===== src/fosr_pkg.sv =====
// package: register indices, slots, state codes and the bus decoder for the status bank
`default_nettype none
package fosr_pkg;
    // bus geometry
    localparam int FOSR_ADDR_W = 16;
    localparam int FOSR_DATA_W = 32;
    localparam int FOSR_SLOTS = 8;
    // register offsets are word indices; the byte address is four times the index
    localparam logic [13:0] FOSR_IDX_STARTUP_SPEED = 14'h068A;
    localparam logic [13:0] FOSR_IDX_PROBE_STATE = 14'h06BE;
    localparam logic [13:0] FOSR_IDX_PROBE_ANGLE = 14'h0702;
    localparam logic [13:0] FOSR_IDX_BEMF_DIRECT = 14'h0748;
    localparam logic [13:0] FOSR_IDX_BEMF_QUAD = 14'h074A;
    localparam logic [13:0] FOSR_IDX_ROTOR_SPEED = 14'h0758;
    localparam logic [13:0] FOSR_IDX_ROTOR_ANGLE = 14'h075C;
    localparam logic [13:0] FOSR_IDX_STARTUP_STATE = 14'h0680;
    // reset value shared by every status word
    localparam logic [31:0] FOSR_RESET_WORD = 32'h0000_0000;
    // 16-bit registers keep their value in the low half
    localparam logic [15:0] FOSR_HALF_ZERO = 16'h0000;
    // axi response codes
    localparam logic [1:0] FOSR_RESP_OKAY = 2'h0;
    localparam logic [1:0] FOSR_RESP_SLVERR = 2'h2;

    // storage slot of each register
    typedef enum logic [2:0] {
        FOSR_SLOT_STARTUP_SPEED = 3'h0,
        FOSR_SLOT_PROBE_STATE = 3'h1,
        FOSR_SLOT_PROBE_ANGLE = 3'h2,
        FOSR_SLOT_BEMF_DIRECT = 3'h3,
        FOSR_SLOT_BEMF_QUAD = 3'h4,
        FOSR_SLOT_ROTOR_SPEED = 3'h5,
        FOSR_SLOT_ROTOR_ANGLE = 3'h6,
        FOSR_SLOT_STARTUP_STATE = 3'h7
    } fosr_slot_t;

    // position-probe sequencer codes
    typedef enum logic [15:0] {
        FOSR_PROBE_INIT = 16'h0000,
        FOSR_PROBE_VECTOR_SETUP = 16'h0001,
        FOSR_PROBE_RUNNING = 16'h0002,
        FOSR_PROBE_SLOW_RISING_CLOCK = 16'h0003,
        FOSR_PROBE_SLOW_FALLING_CLOCK = 16'h0004,
        FOSR_PROBE_AWAIT_CURRENT_DECAY = 16'h0005,
        FOSR_PROBE_CAPTURE_TIMES = 16'h0006,
        FOSR_PROBE_NEXT_VECTOR = 16'h0007,
        FOSR_PROBE_SECTOR_RISE_CALC = 16'h0008,
        FOSR_PROBE_ROTOR_POSITION_CALC = 16'h0009,
        FOSR_PROBE_ANGLE_CALC = 16'h000A,
        FOSR_PROBE_DONE = 16'h000B,
        FOSR_PROBE_FAILED = 16'h000C
    } fosr_probe_state_t;

    // initial speed detection codes
    typedef enum logic [15:0] {
        FOSR_DETECT_INIT = 16'h0000,
        FOSR_DETECT_STOP_CHECK = 16'h0001,
        FOSR_DETECT_DIRECTION_CHECK = 16'h0002,
        FOSR_DETECT_DONE = 16'h0003,
        FOSR_DETECT_FAILED = 16'h0004
    } fosr_detect_state_t;

    // one result word from the control engine
    typedef struct packed {
        logic we;
        fosr_slot_t slot;
        logic [31:0] value;
    } fosr_engine_upd_t;

    // decoder answer
    typedef struct packed {
        logic hit;
        fosr_slot_t slot;
    } fosr_dec_t;

    // byte address to slot; misaligned or unknown addresses miss
    function automatic fosr_dec_t fosr_decode(input logic [15:0] addr);
        fosr_dec_t d;
        d.hit = (addr[1:0] == 2'h0);
        d.slot = FOSR_SLOT_STARTUP_SPEED;
        case (addr[15:2])
            FOSR_IDX_STARTUP_SPEED: d.slot = FOSR_SLOT_STARTUP_SPEED;
            FOSR_IDX_PROBE_STATE: d.slot = FOSR_SLOT_PROBE_STATE;
            FOSR_IDX_PROBE_ANGLE: d.slot = FOSR_SLOT_PROBE_ANGLE;
            FOSR_IDX_BEMF_DIRECT: d.slot = FOSR_SLOT_BEMF_DIRECT;
            FOSR_IDX_BEMF_QUAD: d.slot = FOSR_SLOT_BEMF_QUAD;
            FOSR_IDX_ROTOR_SPEED: d.slot = FOSR_SLOT_ROTOR_SPEED;
            FOSR_IDX_ROTOR_ANGLE: d.slot = FOSR_SLOT_ROTOR_ANGLE;
            FOSR_IDX_STARTUP_STATE: d.slot = FOSR_SLOT_STARTUP_STATE;
            default: d.hit = 1'b0;
        endcase
        return d;
    endfunction : fosr_decode
endpackage : fosr_pkg
`default_nettype wire


===== src/fosr_status_mem.sv =====
// eight-word status store: engine write port, registered read port
`default_nettype none
module fosr_status_mem (
    input wire logic core_clk,
    input wire logic rst,
    input wire logic we,
    input wire fosr_pkg::fosr_slot_t wr_slot,
    input wire logic [31:0] wr_data,
    input wire logic rd_en,
    input wire fosr_pkg::fosr_slot_t rd_slot,
    output logic [31:0] rd_data
);
    // storage words, all cleared by reset
    logic [31:0] words [fosr_pkg::FOSR_SLOTS];

    // engine writes; the bus has no path in here at all
    always_ff @(posedge core_clk) begin
        if (rst) begin
            for (int i = 0; i < fosr_pkg::FOSR_SLOTS; i++) begin
                words[i] <= fosr_pkg::FOSR_RESET_WORD;
            end
        end else if (we) begin
            words[wr_slot] <= wr_data;
        end
    end

    // read before write: a same-edge update shows on the next read
    always_ff @(posedge core_clk) begin
        if (rst) begin
            rd_data <= fosr_pkg::FOSR_RESET_WORD;
        end else if (rd_en) begin
            rd_data <= words[rd_slot];
        end
    end

    // a value written by the engine is returned by the next read of its slot
    property p_write_then_read(fosr_pkg::fosr_slot_t s);
        @(posedge core_clk) disable iff (rst)
        (we && wr_slot == s) ##1 (rd_en && rd_slot == s && !(we && wr_slot == s))
        |=> rd_data == $past(wr_data, 2);
    endproperty

    AST_STARTUP_SPEED_RD: assert property (p_write_then_read(fosr_pkg::FOSR_SLOT_STARTUP_SPEED))
        else $error("startup speed read differs from engine value");
    AST_BEMF_D_RD: assert property (p_write_then_read(fosr_pkg::FOSR_SLOT_BEMF_DIRECT))
        else $error("d-axis back-emf read differs from engine value");
    AST_BEMF_Q_RD: assert property (p_write_then_read(fosr_pkg::FOSR_SLOT_BEMF_QUAD))
        else $error("q-axis back-emf read differs from engine value");
    AST_ROTOR_SPEED_RD: assert property (p_write_then_read(fosr_pkg::FOSR_SLOT_ROTOR_SPEED))
        else $error("rotor speed read differs from engine value");
    AST_ROTOR_ANGLE_RD: assert property (p_write_then_read(fosr_pkg::FOSR_SLOT_ROTOR_ANGLE))
        else $error("rotor angle read differs from engine value");
    // a read must leave the word it returned untouched
    AST_READ_STABLE: assert property (
        @(posedge core_clk) disable iff (rst)
        (rd_en && !we) |=> rd_data == words[$past(rd_slot)])
        else $error("read changed the word it returned");
endmodule : fosr_status_mem
`default_nettype wire


===== src/fosr_write_sink.sv =====
// axi4-lite write channels: accepted, answered, never stored
`default_nettype none
module fosr_write_sink (
    input wire logic core_clk,
    input wire logic rst,
    input wire logic s_axi_awvalid,
    input wire logic [15:0] s_axi_awaddr,
    output logic s_axi_awready,
    input wire logic s_axi_wvalid,
    output logic s_axi_wready,
    output logic s_axi_bvalid,
    input wire logic s_axi_bready,
    output logic [1:0] s_axi_bresp
);
    logic aw_hs; // address taken this edge
    logic w_hs; // data taken this edge
    logic aw_seen; // address held until response
    logic w_seen; // data held until response
    logic b_hs; // response accepted
    fosr_pkg::fosr_dec_t dec;

    assign aw_hs = s_axi_awvalid && s_axi_awready;
    assign w_hs = s_axi_wvalid && s_axi_wready;
    assign b_hs = s_axi_bvalid && s_axi_bready;
    assign dec = fosr_pkg::fosr_decode(s_axi_awaddr);

    // channel flags; one write in flight at a time
    always_ff @(posedge core_clk) begin
        if (rst) begin
            aw_seen <= 1'b0;
            w_seen <= 1'b0;
        end else if (b_hs) begin
            aw_seen <= 1'b0;
            w_seen <= 1'b0;
        end else begin
            aw_seen <= aw_seen || aw_hs;
            w_seen <= w_seen || w_hs;
        end
    end

    // readies drop once their item is in and return after the response
    always_ff @(posedge core_clk) begin
        if (rst) begin
            s_axi_awready <= 1'b0;
            s_axi_wready <= 1'b0;
        end else begin
            s_axi_awready <= !aw_seen && !aw_hs && !s_axi_bvalid;
            s_axi_wready <= !w_seen && !w_hs && !s_axi_bvalid;
        end
    end

    // response: known register answers okay and is ignored, others slverr
    always_ff @(posedge core_clk) begin
        if (rst) begin
            s_axi_bvalid <= 1'b0;
            s_axi_bresp <= fosr_pkg::FOSR_RESP_OKAY;
        end else if (b_hs) begin
            s_axi_bvalid <= 1'b0;
        end else if (!s_axi_bvalid && (aw_seen || aw_hs) && (w_seen || w_hs)) begin
            s_axi_bvalid <= 1'b1;
        end
        if (!rst && aw_hs) begin
            s_axi_bresp <= dec.hit ? fosr_pkg::FOSR_RESP_OKAY : fosr_pkg::FOSR_RESP_SLVERR;
        end
    end

    AST_WR_ANSWER: assert property (
        @(posedge core_clk) disable iff (rst)
        (aw_hs && w_hs) |=> s_axi_bvalid)
        else $error("write response did not follow address and data");
    COV_WRITE: cover property (@(posedge core_clk) disable iff (rst) b_hs);
endmodule : fosr_write_sink
`default_nettype wire


===== src/fosr_status_top.sv =====
// status register bank for the sensorless control engine, read over axi4-lite
// Overview of operation
// - startup speed estimate, read-only 32-bit word
// - probe state, read-only 16-bit, resets zero
// - probe state codes zero through C
// - probe angle, read-only 32-bit, resets zero
// - d-axis back-emf, read-only 32-bit word
// - q-axis back-emf, read-only 32-bit word
// - rotor speed estimate, read-only 32-bit word
// - rotor angle estimate, read-only 32-bit word
// - startup detect state codes zero through four
`default_nettype none
module fosr_status_top (
    input wire logic core_clk,
    input wire logic rst,
    // engine result port
    input wire fosr_pkg::fosr_engine_upd_t engine_upd,
    // axi4-lite write channels
    input wire logic s_axi_awvalid,
    input wire logic [15:0] s_axi_awaddr,
    output logic s_axi_awready,
    input wire logic s_axi_wvalid,
    output logic s_axi_wready,
    output logic s_axi_bvalid,
    input wire logic s_axi_bready,
    output logic [1:0] s_axi_bresp,
    // axi4-lite read channels
    input wire logic s_axi_arvalid,
    input wire logic [15:0] s_axi_araddr,
    output logic s_axi_arready,
    output logic s_axi_rvalid,
    input wire logic s_axi_rready,
    output logic [31:0] s_axi_rdata,
    output logic [1:0] s_axi_rresp
);
    // read sequencer, gray along idle -> fetch -> respond
    typedef enum logic [1:0] {
        FOSR_RD_IDLE = 2'b00,
        FOSR_RD_FETCH = 2'b01,
        FOSR_RD_RESP = 2'b11
    } fosr_rd_state_t;

    fosr_rd_state_t rd_state; // current read phase
    fosr_rd_state_t next_rd_state; // phase after this edge
    logic ar_hs; // read address taken
    logic r_hs; // read data taken
    fosr_pkg::fosr_dec_t ar_dec; // decode of the offered read address
    logic rd_hit; // latched hit of the read in flight
    fosr_pkg::fosr_slot_t rd_slot; // latched slot of the read in flight
    logic [31:0] mem_rd_data; // store output, valid in fetch
    logic [31:0] next_wr_value; // engine value after range clean-up
    logic angle_untouched; // no engine write to the probe angle since reset

    assign ar_hs = s_axi_arvalid && s_axi_arready;
    assign r_hs = s_axi_rvalid && s_axi_rready;
    assign ar_dec = fosr_pkg::fosr_decode(s_axi_araddr);

    // engine values: half-width registers and state codes are cleaned up
    // here so that software never sees a code outside the documented set
    always_comb begin
        next_wr_value = engine_upd.value;
        case (engine_upd.slot)
            fosr_pkg::FOSR_SLOT_PROBE_STATE: begin
                // unknown sequencer codes are reported as a fault
                if (engine_upd.value[15:0] > fosr_pkg::FOSR_PROBE_FAILED) begin
                    next_wr_value = {fosr_pkg::FOSR_HALF_ZERO, fosr_pkg::FOSR_PROBE_FAILED};
                end else begin
                    next_wr_value = {fosr_pkg::FOSR_HALF_ZERO, engine_upd.value[15:0]};
                end
            end
            fosr_pkg::FOSR_SLOT_STARTUP_STATE: begin
                // same treatment for the speed-detection sequencer
                if (engine_upd.value[15:0] > fosr_pkg::FOSR_DETECT_FAILED) begin
                    next_wr_value = {fosr_pkg::FOSR_HALF_ZERO, fosr_pkg::FOSR_DETECT_FAILED};
                end else begin
                    next_wr_value = {fosr_pkg::FOSR_HALF_ZERO, engine_upd.value[15:0]};
                end
            end
            default: begin
                // full-width fixed-point words pass as they are
                next_wr_value = engine_upd.value;
            end
        endcase
    end

    // result store; only the engine writes it, the bus only reads it
    fosr_status_mem u_mem (
        .core_clk(core_clk),
        .rst(rst),
        .we(engine_upd.we),
        .wr_slot(engine_upd.slot),
        .wr_data(next_wr_value),
        .rd_en(ar_hs),
        .rd_slot(ar_dec.slot),
        .rd_data(mem_rd_data)
    );

    // write side: answered but never stored
    fosr_write_sink u_wsink (
        .core_clk(core_clk),
        .rst(rst),
        .s_axi_awvalid(s_axi_awvalid),
        .s_axi_awaddr(s_axi_awaddr),
        .s_axi_awready(s_axi_awready),
        .s_axi_wvalid(s_axi_wvalid),
        .s_axi_wready(s_axi_wready),
        .s_axi_bvalid(s_axi_bvalid),
        .s_axi_bready(s_axi_bready),
        .s_axi_bresp(s_axi_bresp)
    );

    // read phase selection
    always_comb begin
        next_rd_state = rd_state;
        case (rd_state)
            FOSR_RD_IDLE: begin
                if (ar_hs) begin
                    next_rd_state = FOSR_RD_FETCH;
                end
            end
            FOSR_RD_FETCH: begin
                // store data is ready one edge after the address
                next_rd_state = FOSR_RD_RESP;
            end
            FOSR_RD_RESP: begin
                if (r_hs) begin
                    next_rd_state = FOSR_RD_IDLE;
                end
            end
            default: begin
                next_rd_state = FOSR_RD_IDLE;
            end
        endcase
    end

    // read phase register
    always_ff @(posedge core_clk) begin
        if (rst) begin
            rd_state <= FOSR_RD_IDLE;
        end else begin
            rd_state <= next_rd_state;
        end
    end

    // address ready only while idle; one read in flight keeps ordering simple
    always_ff @(posedge core_clk) begin
        if (rst) begin
            s_axi_arready <= 1'b0;
        end else begin
            s_axi_arready <= (next_rd_state == FOSR_RD_IDLE);
        end
    end

    // latch what the read in flight is aimed at
    always_ff @(posedge core_clk) begin
        if (rst) begin
            rd_hit <= 1'b0;
            rd_slot <= fosr_pkg::FOSR_SLOT_STARTUP_SPEED;
        end else if (ar_hs) begin
            rd_hit <= ar_dec.hit;
            rd_slot <= ar_dec.slot;
        end
    end

    // read answer; reads have no side effect on the store
    always_ff @(posedge core_clk) begin
        if (rst) begin
            s_axi_rvalid <= 1'b0;
            s_axi_rdata <= fosr_pkg::FOSR_RESET_WORD;
            s_axi_rresp <= fosr_pkg::FOSR_RESP_OKAY;
        end else if (rd_state == FOSR_RD_FETCH) begin
            s_axi_rvalid <= 1'b1;
            // unmapped reads return zero so stale data never leaks
            s_axi_rdata <= rd_hit ? mem_rd_data : fosr_pkg::FOSR_RESET_WORD;
            s_axi_rresp <= rd_hit ? fosr_pkg::FOSR_RESP_OKAY : fosr_pkg::FOSR_RESP_SLVERR;
        end else if (r_hs) begin
            s_axi_rvalid <= 1'b0;
        end
    end

    // check helper: set by reset, cleared by the first engine angle write
    always_ff @(posedge core_clk) begin
        if (rst) begin
            angle_untouched <= 1'b1;
        end else if (engine_upd.we && engine_upd.slot == fosr_pkg::FOSR_SLOT_PROBE_ANGLE) begin
            angle_untouched <= 1'b0;
        end
    end

    // checks on the bus-visible answer
    AST_PROBE_STATE_HALF: assert property (
        @(posedge core_clk) disable iff (rst)
        (s_axi_rvalid && rd_hit && rd_slot == fosr_pkg::FOSR_SLOT_PROBE_STATE)
        |-> s_axi_rdata[31:16] == fosr_pkg::FOSR_HALF_ZERO)
        else $error("probe state upper half not zero");
    AST_PROBE_STATE_CODE: assert property (
        @(posedge core_clk) disable iff (rst)
        (s_axi_rvalid && rd_hit && rd_slot == fosr_pkg::FOSR_SLOT_PROBE_STATE)
        |-> s_axi_rdata[15:0] <= 16'h000C)
        else $error("probe state code out of range");
    AST_PROBE_ANGLE_RESET: assert property (
        @(posedge core_clk) disable iff (rst)
        (s_axi_rvalid && rd_hit && rd_slot == fosr_pkg::FOSR_SLOT_PROBE_ANGLE
        && angle_untouched)
        |-> s_axi_rdata == fosr_pkg::FOSR_RESET_WORD)
        else $error("probe angle not zero after reset");
    AST_DETECT_STATE_CODE: assert property (
        @(posedge core_clk) disable iff (rst)
        (s_axi_rvalid && rd_hit && rd_slot == fosr_pkg::FOSR_SLOT_STARTUP_STATE)
        |-> s_axi_rdata <= 32'h0000_0004)
        else $error("startup detect state code out of range");
    AST_READ_LATENCY: assert property (
        @(posedge core_clk) disable iff (rst)
        ar_hs |=> !s_axi_rvalid ##1 (s_axi_rvalid && !s_axi_arready))
        else $error("read answer not two edges after address");
    AST_UNMAPPED_READ: assert property (
        @(posedge core_clk) disable iff (rst)
        (ar_hs && !ar_dec.hit) |-> ##2 (s_axi_rresp == fosr_pkg::FOSR_RESP_SLVERR))
        else $error("unmapped read not answered with slverr");

    COV_READ_HIT: cover property (@(posedge core_clk) disable iff (rst) r_hs && rd_hit);
    COV_READ_MISS: cover property (@(posedge core_clk) disable iff (rst) r_hs && !rd_hit);
    COV_PROBE_FAULT: cover property (@(posedge core_clk) disable iff (rst)
        engine_upd.we && engine_upd.slot == fosr_pkg::FOSR_SLOT_PROBE_STATE
        && engine_upd.value[15:0] > 16'h000C);
endmodule : fosr_status_top
`default_nettype wire


===== config.mk =====
export PLATFORM = sky130hd
export DESIGN_NAME = fosr_status_top
export DESIGN_NICKNAME = d
export VERILOG_FILES = /design/src/fosr_pkg.sv /design/src/fosr_status_mem.sv /design/src/fosr_write_sink.sv /design/src/fosr_status_top.sv
export SDC_FILE = /design/constraint.sdc
export NUM_CORES = 1
export LEC_CHECK = 0
export BUFFER_PORTS_ARGS = -buffer_cell sky130_fd_sc_hd__buf_4
export CORE_MARGIN = 5
export CORE_UTILIZATION = 55
export CTS_BUF_LIST = sky130_fd_sc_hd__clkbuf_8
export DETAILED_ROUTE_END_ITERATION = 10
export PLACE_DENSITY = 0.82
export SLEW_MARGIN = 20
export SYNTH_ARGS = -nofsm -noshare
export SYNTH_HDL_FRONTEND = slang
export SYNTH_SLANG_ARGS = --single-unit

===== constraint.sdc =====
create_clock -name core_clk -period 4.84 [get_ports core_clk]
set_input_delay 0 -clock core_clk [delete_from_list [all_inputs] [get_ports core_clk]]
set_output_delay 0 -clock core_clk [all_outputs]
set_load 0.05 [all_outputs]

==> qor.yml <==
worst_setup_path:
  r2r_start: "s_axi_arready$_SDFF_PP0_"
  r2r_slack_ns: 2.57
  cp-start-kind: "primary input"
  r2r_end: "rd_hit$_SDFFE_PP0P_"
  crit_fanout: 1
  path_class: "in -> reg"
  setup.worst_path.end: "u_wsink.s_axi_bresp[1]$_SDFFCE_PN0P_"
  critPathCaptureType: "register"
  reg2reg_depth: 6
  crit_start: "s_axi_awaddr[0]"
  crit_required_ns: 5.11
  arrival_ns: 2.87
sta:
  setup_viol: 0
  fin_crit_ns: 2.60
  slew_headroom_pct: 28.6
  hold_ws_ns: 0.0627
  rsz0062_at_grt: "false"
  worstMarginPinSlew_ns: 1.07
  timing.final.crit_share_pct: 53.7
  fin_setup_tns_ns: 0
  drv_slew: 0
  fmax_mhz: 385
  fin_worst_skew_ns: 0.0208
  hold_viol_final: 0
detailed_routing:
  dr.pass1.iters: 6
  drtIter0Drc: 1010
  wl_met2_um: 17800
  drc_errors: 0
  top_layer: "met5"
  routed_wl_um: 37500
  drt-vias-per-instance: 5.83
  via_count: 10809
  final_antenna_net_count: 0
  wl_met1_um: 14600
  avgRoutedWirePerCell_um: 20.2
  wl_met3_um: 4200
global_route:
  grt_pass1_vias: 10820
  grt_first_pass_wirelength_um: 58300
  track_usage_pct: 24.3
  antenna_found_initial: 2
  grt_max_degree: 77
  gr-total-overflow: 0
synth:
  ys_warn_count: 0
  ys_top_cells_by_area: "edfxtp_1 (53%), dfxtp_1 (10%), and2_1 (6.5%)"
  synth_cells: 1278
  ys_seq_area_share_pct: 63.4
  synth_most_common_cell: "edfxtp_1"
  async_reset_ff_share_pct: 0
  synth_top_cell_area_share_pct: 53.1
  syn_area_sq_um: 14500
  synth-seq-cells: 332
  ys_types: 57
  yosysTopAreaCell: "edfxtp_1"
  synth-edff-count: 257
  avgSynthCellArea_sq_um: 11.4
  netlist_top_cells_count: "edfxtp_1 (257), nand2_1 (240), and2_1 (152), dfxtp_1 (75), clkbuf_1 (72)"
  ys.flop_type: "edfxtp_1"
placed_design:
  place_hpwl_um: 21300
  finalWeightedCongestion: 0.830
  io_buffers: 113
layout:
  multi_input_area_sq_um: 5110
  area_delta_synth_final_pct: 19.6
  nFillCells: 1910
  final_nets: 1552
  drive_gt1_share_pct: 15.5
  ff_latch_area_sq_um: 9220
floorplanning:
  rows: 59
  die-area_sq_um: 29800
  die_h_um: 173
  pin_count: 116
  initial_core_util_pct: 55.8
  fp.dieW_um: 173
  core-area_sq_um: 26100
clock_network:
  numCtsBuffers: 50
  path_clk_slew_ns: 0.06
  insertion_delay_ns: 0.56
  cts_tree: "yes"
  cts.sinks: 332
  clk_path_buf_depth: 3
  htree_num_levels: 2
  cts_root_buffer: "clkbuf_8"
power_and_ir_drop:
  irDropWorstVdd_uv: 211
  leakage_nw: 6.63
  power_density_nw_per_um2: 359
status:
  status: "complete, no violations"
run:
  maxCapViolCount: 0
worst_hold_path:
  hold_class: "in -> reg"
==> logic make-up (layout without fill, tap and decap cells) <==
kind of cell,after synthesis,in the layout,synth area share [%]
AND/OR/NAND/NOR,604,604,20.8
flip-flops,332,332,63.4
AO/OA/AOI/OAI,209,209,10.3
buffers and inverters,101,283,3.25
multiplexers,30,30,2.07
other,1,60,0.0258
XOR/XNOR,1,1,0.0603
==> cells in the final DEF, fill, tap and decap left out, types with 12 or more instances in the layout <==
cell type      netlist  routed
dlygate4sd3_1        0      52
o21bai_1            31      31
nand2_1            240     240
clkbuf_8             0      57
edfxtp_1           257     257
and2_1             152     150
inv_1                6      21
nor3_1              12      12
buf_4                7     130
a22o_1              31      31
a31oi_1             36      36
nand3_1             70      70
mux2i_1             30      30
conb_1               1      59
nor2_1              47      38
dfxtp_1             75      74
a22oi_1             17      17
a21oi_1             45      45
a311oi_1            31      31
and3_1              30      30
==> timing repair <==
action	CTS	global route
buffers inserted	0	0
setup endpoints to repair	0	0
gates resized for setup	0	0
endpoints found under the hold margin	211	0
hold buffers	52	0
==> sequential cells by signal, summed over array words and instances, names as in the netlist <==
| signal | cells |
|---|---|
| s_axi_rresp | 1 |
| u_mem.words | 256 |
| rd_state | 2 |
| s_axi_arready | 1 |
| rd_hit | 1 |
| u_wsink.s_axi_awready | 1 |
| u_mem.rd_data | 32 |
| u_wsink.s_axi_bresp | 1 |
| s_axi_rvalid | 1 |
| u_wsink.s_axi_wready | 1 |
| s_axi_rdata | 32 |
| u_wsink.s_axi_bvalid | 1 |
| u_wsink.w_seen | 1 |
| u_wsink.aw_seen | 1 |
==> routing by layer <==
metal / global-route usage, % / vias up
met5: 0 / -
met1: 32.4 / 5109
met2: 39.4 / 643
met3: 5.90 / 96
li1: - / 4959
met4: 8.52 / 2
==> layout make-up <==
class                   count  share of cell area, %
flip-flops and latches    332                   53.1
inverters                   6                  0.130
clock inverters            36                   1.61
multi-input cells         903                   29.4
clock buffers              57                   4.52
repair buffers            184                   8.84
well taps                 335                   2.41
diodes                      1                 0.0144
==> power by group <==
part           internal (mW)  switching, mW  leakage [nW]
clock                   1.35           1.06         0.600
combinational          0.181          0.288          2.94
sequential              3.27         0.0912          3.09
total                   4.80           1.44          6.63
==> worst max-delay path, stage by stage <==
cell and delay (ns):
dlygate4sd3_1 0.54, buf_4 0.13, nor4b_1 0.21, dlygate4sd3_1 0.58, nand3_1 0.06, dlygate4sd3_1 0.58, nor3_1 0.15, dlygate4sd3_1 0.58
nor3_1 0.04
==> how the worst min path moves through the flow <==
stage | startpoint | end | slack [ns] | cells past startpoint
2_1_floorplan | s_axi_awvalid | u_wsink.aw_seen$_SDFF_PP0_ | 0.18 | 2
3_3_place_gp | s_axi_wvalid | u_wsink.w_seen$_SDFF_PP0_ | 0.27 | 3
3_5_place_dp | s_axi_rready | s_axi_rvalid$_SDFFE_PP0P_ | 0.29 | 3
4_1_cts | s_axi_arvalid | u_mem.rd_data[21]$_SDFFE_PP0P_ | 0.02 | 4
5_1_grt | rst | u_mem.rd_data[2]$_SDFFE_PP0P_ | 0.07 | 4
6_report | s_axi_arvalid | u_mem.rd_data[21]$_SDFFE_PP0P_ | 0.06 | 4
==> metrics by stage <==
stage	setup slack [ns]	util [%]	total power [mW]	area, sq um	instances
after global placement	2.13	60.5	3.82	15800	1707
after global routing	2.18	66.7	6.43	17400	1854
after detailed placement	2.05	60.5	3.84	15800	1707
after CTS	2.29	66.6	6.24	17300	1852
final	2.24	66.7	6.23	17400	1854
after floorplan	3.03	-	3.64	14700	1336
(Power assumes the default switching activity.)
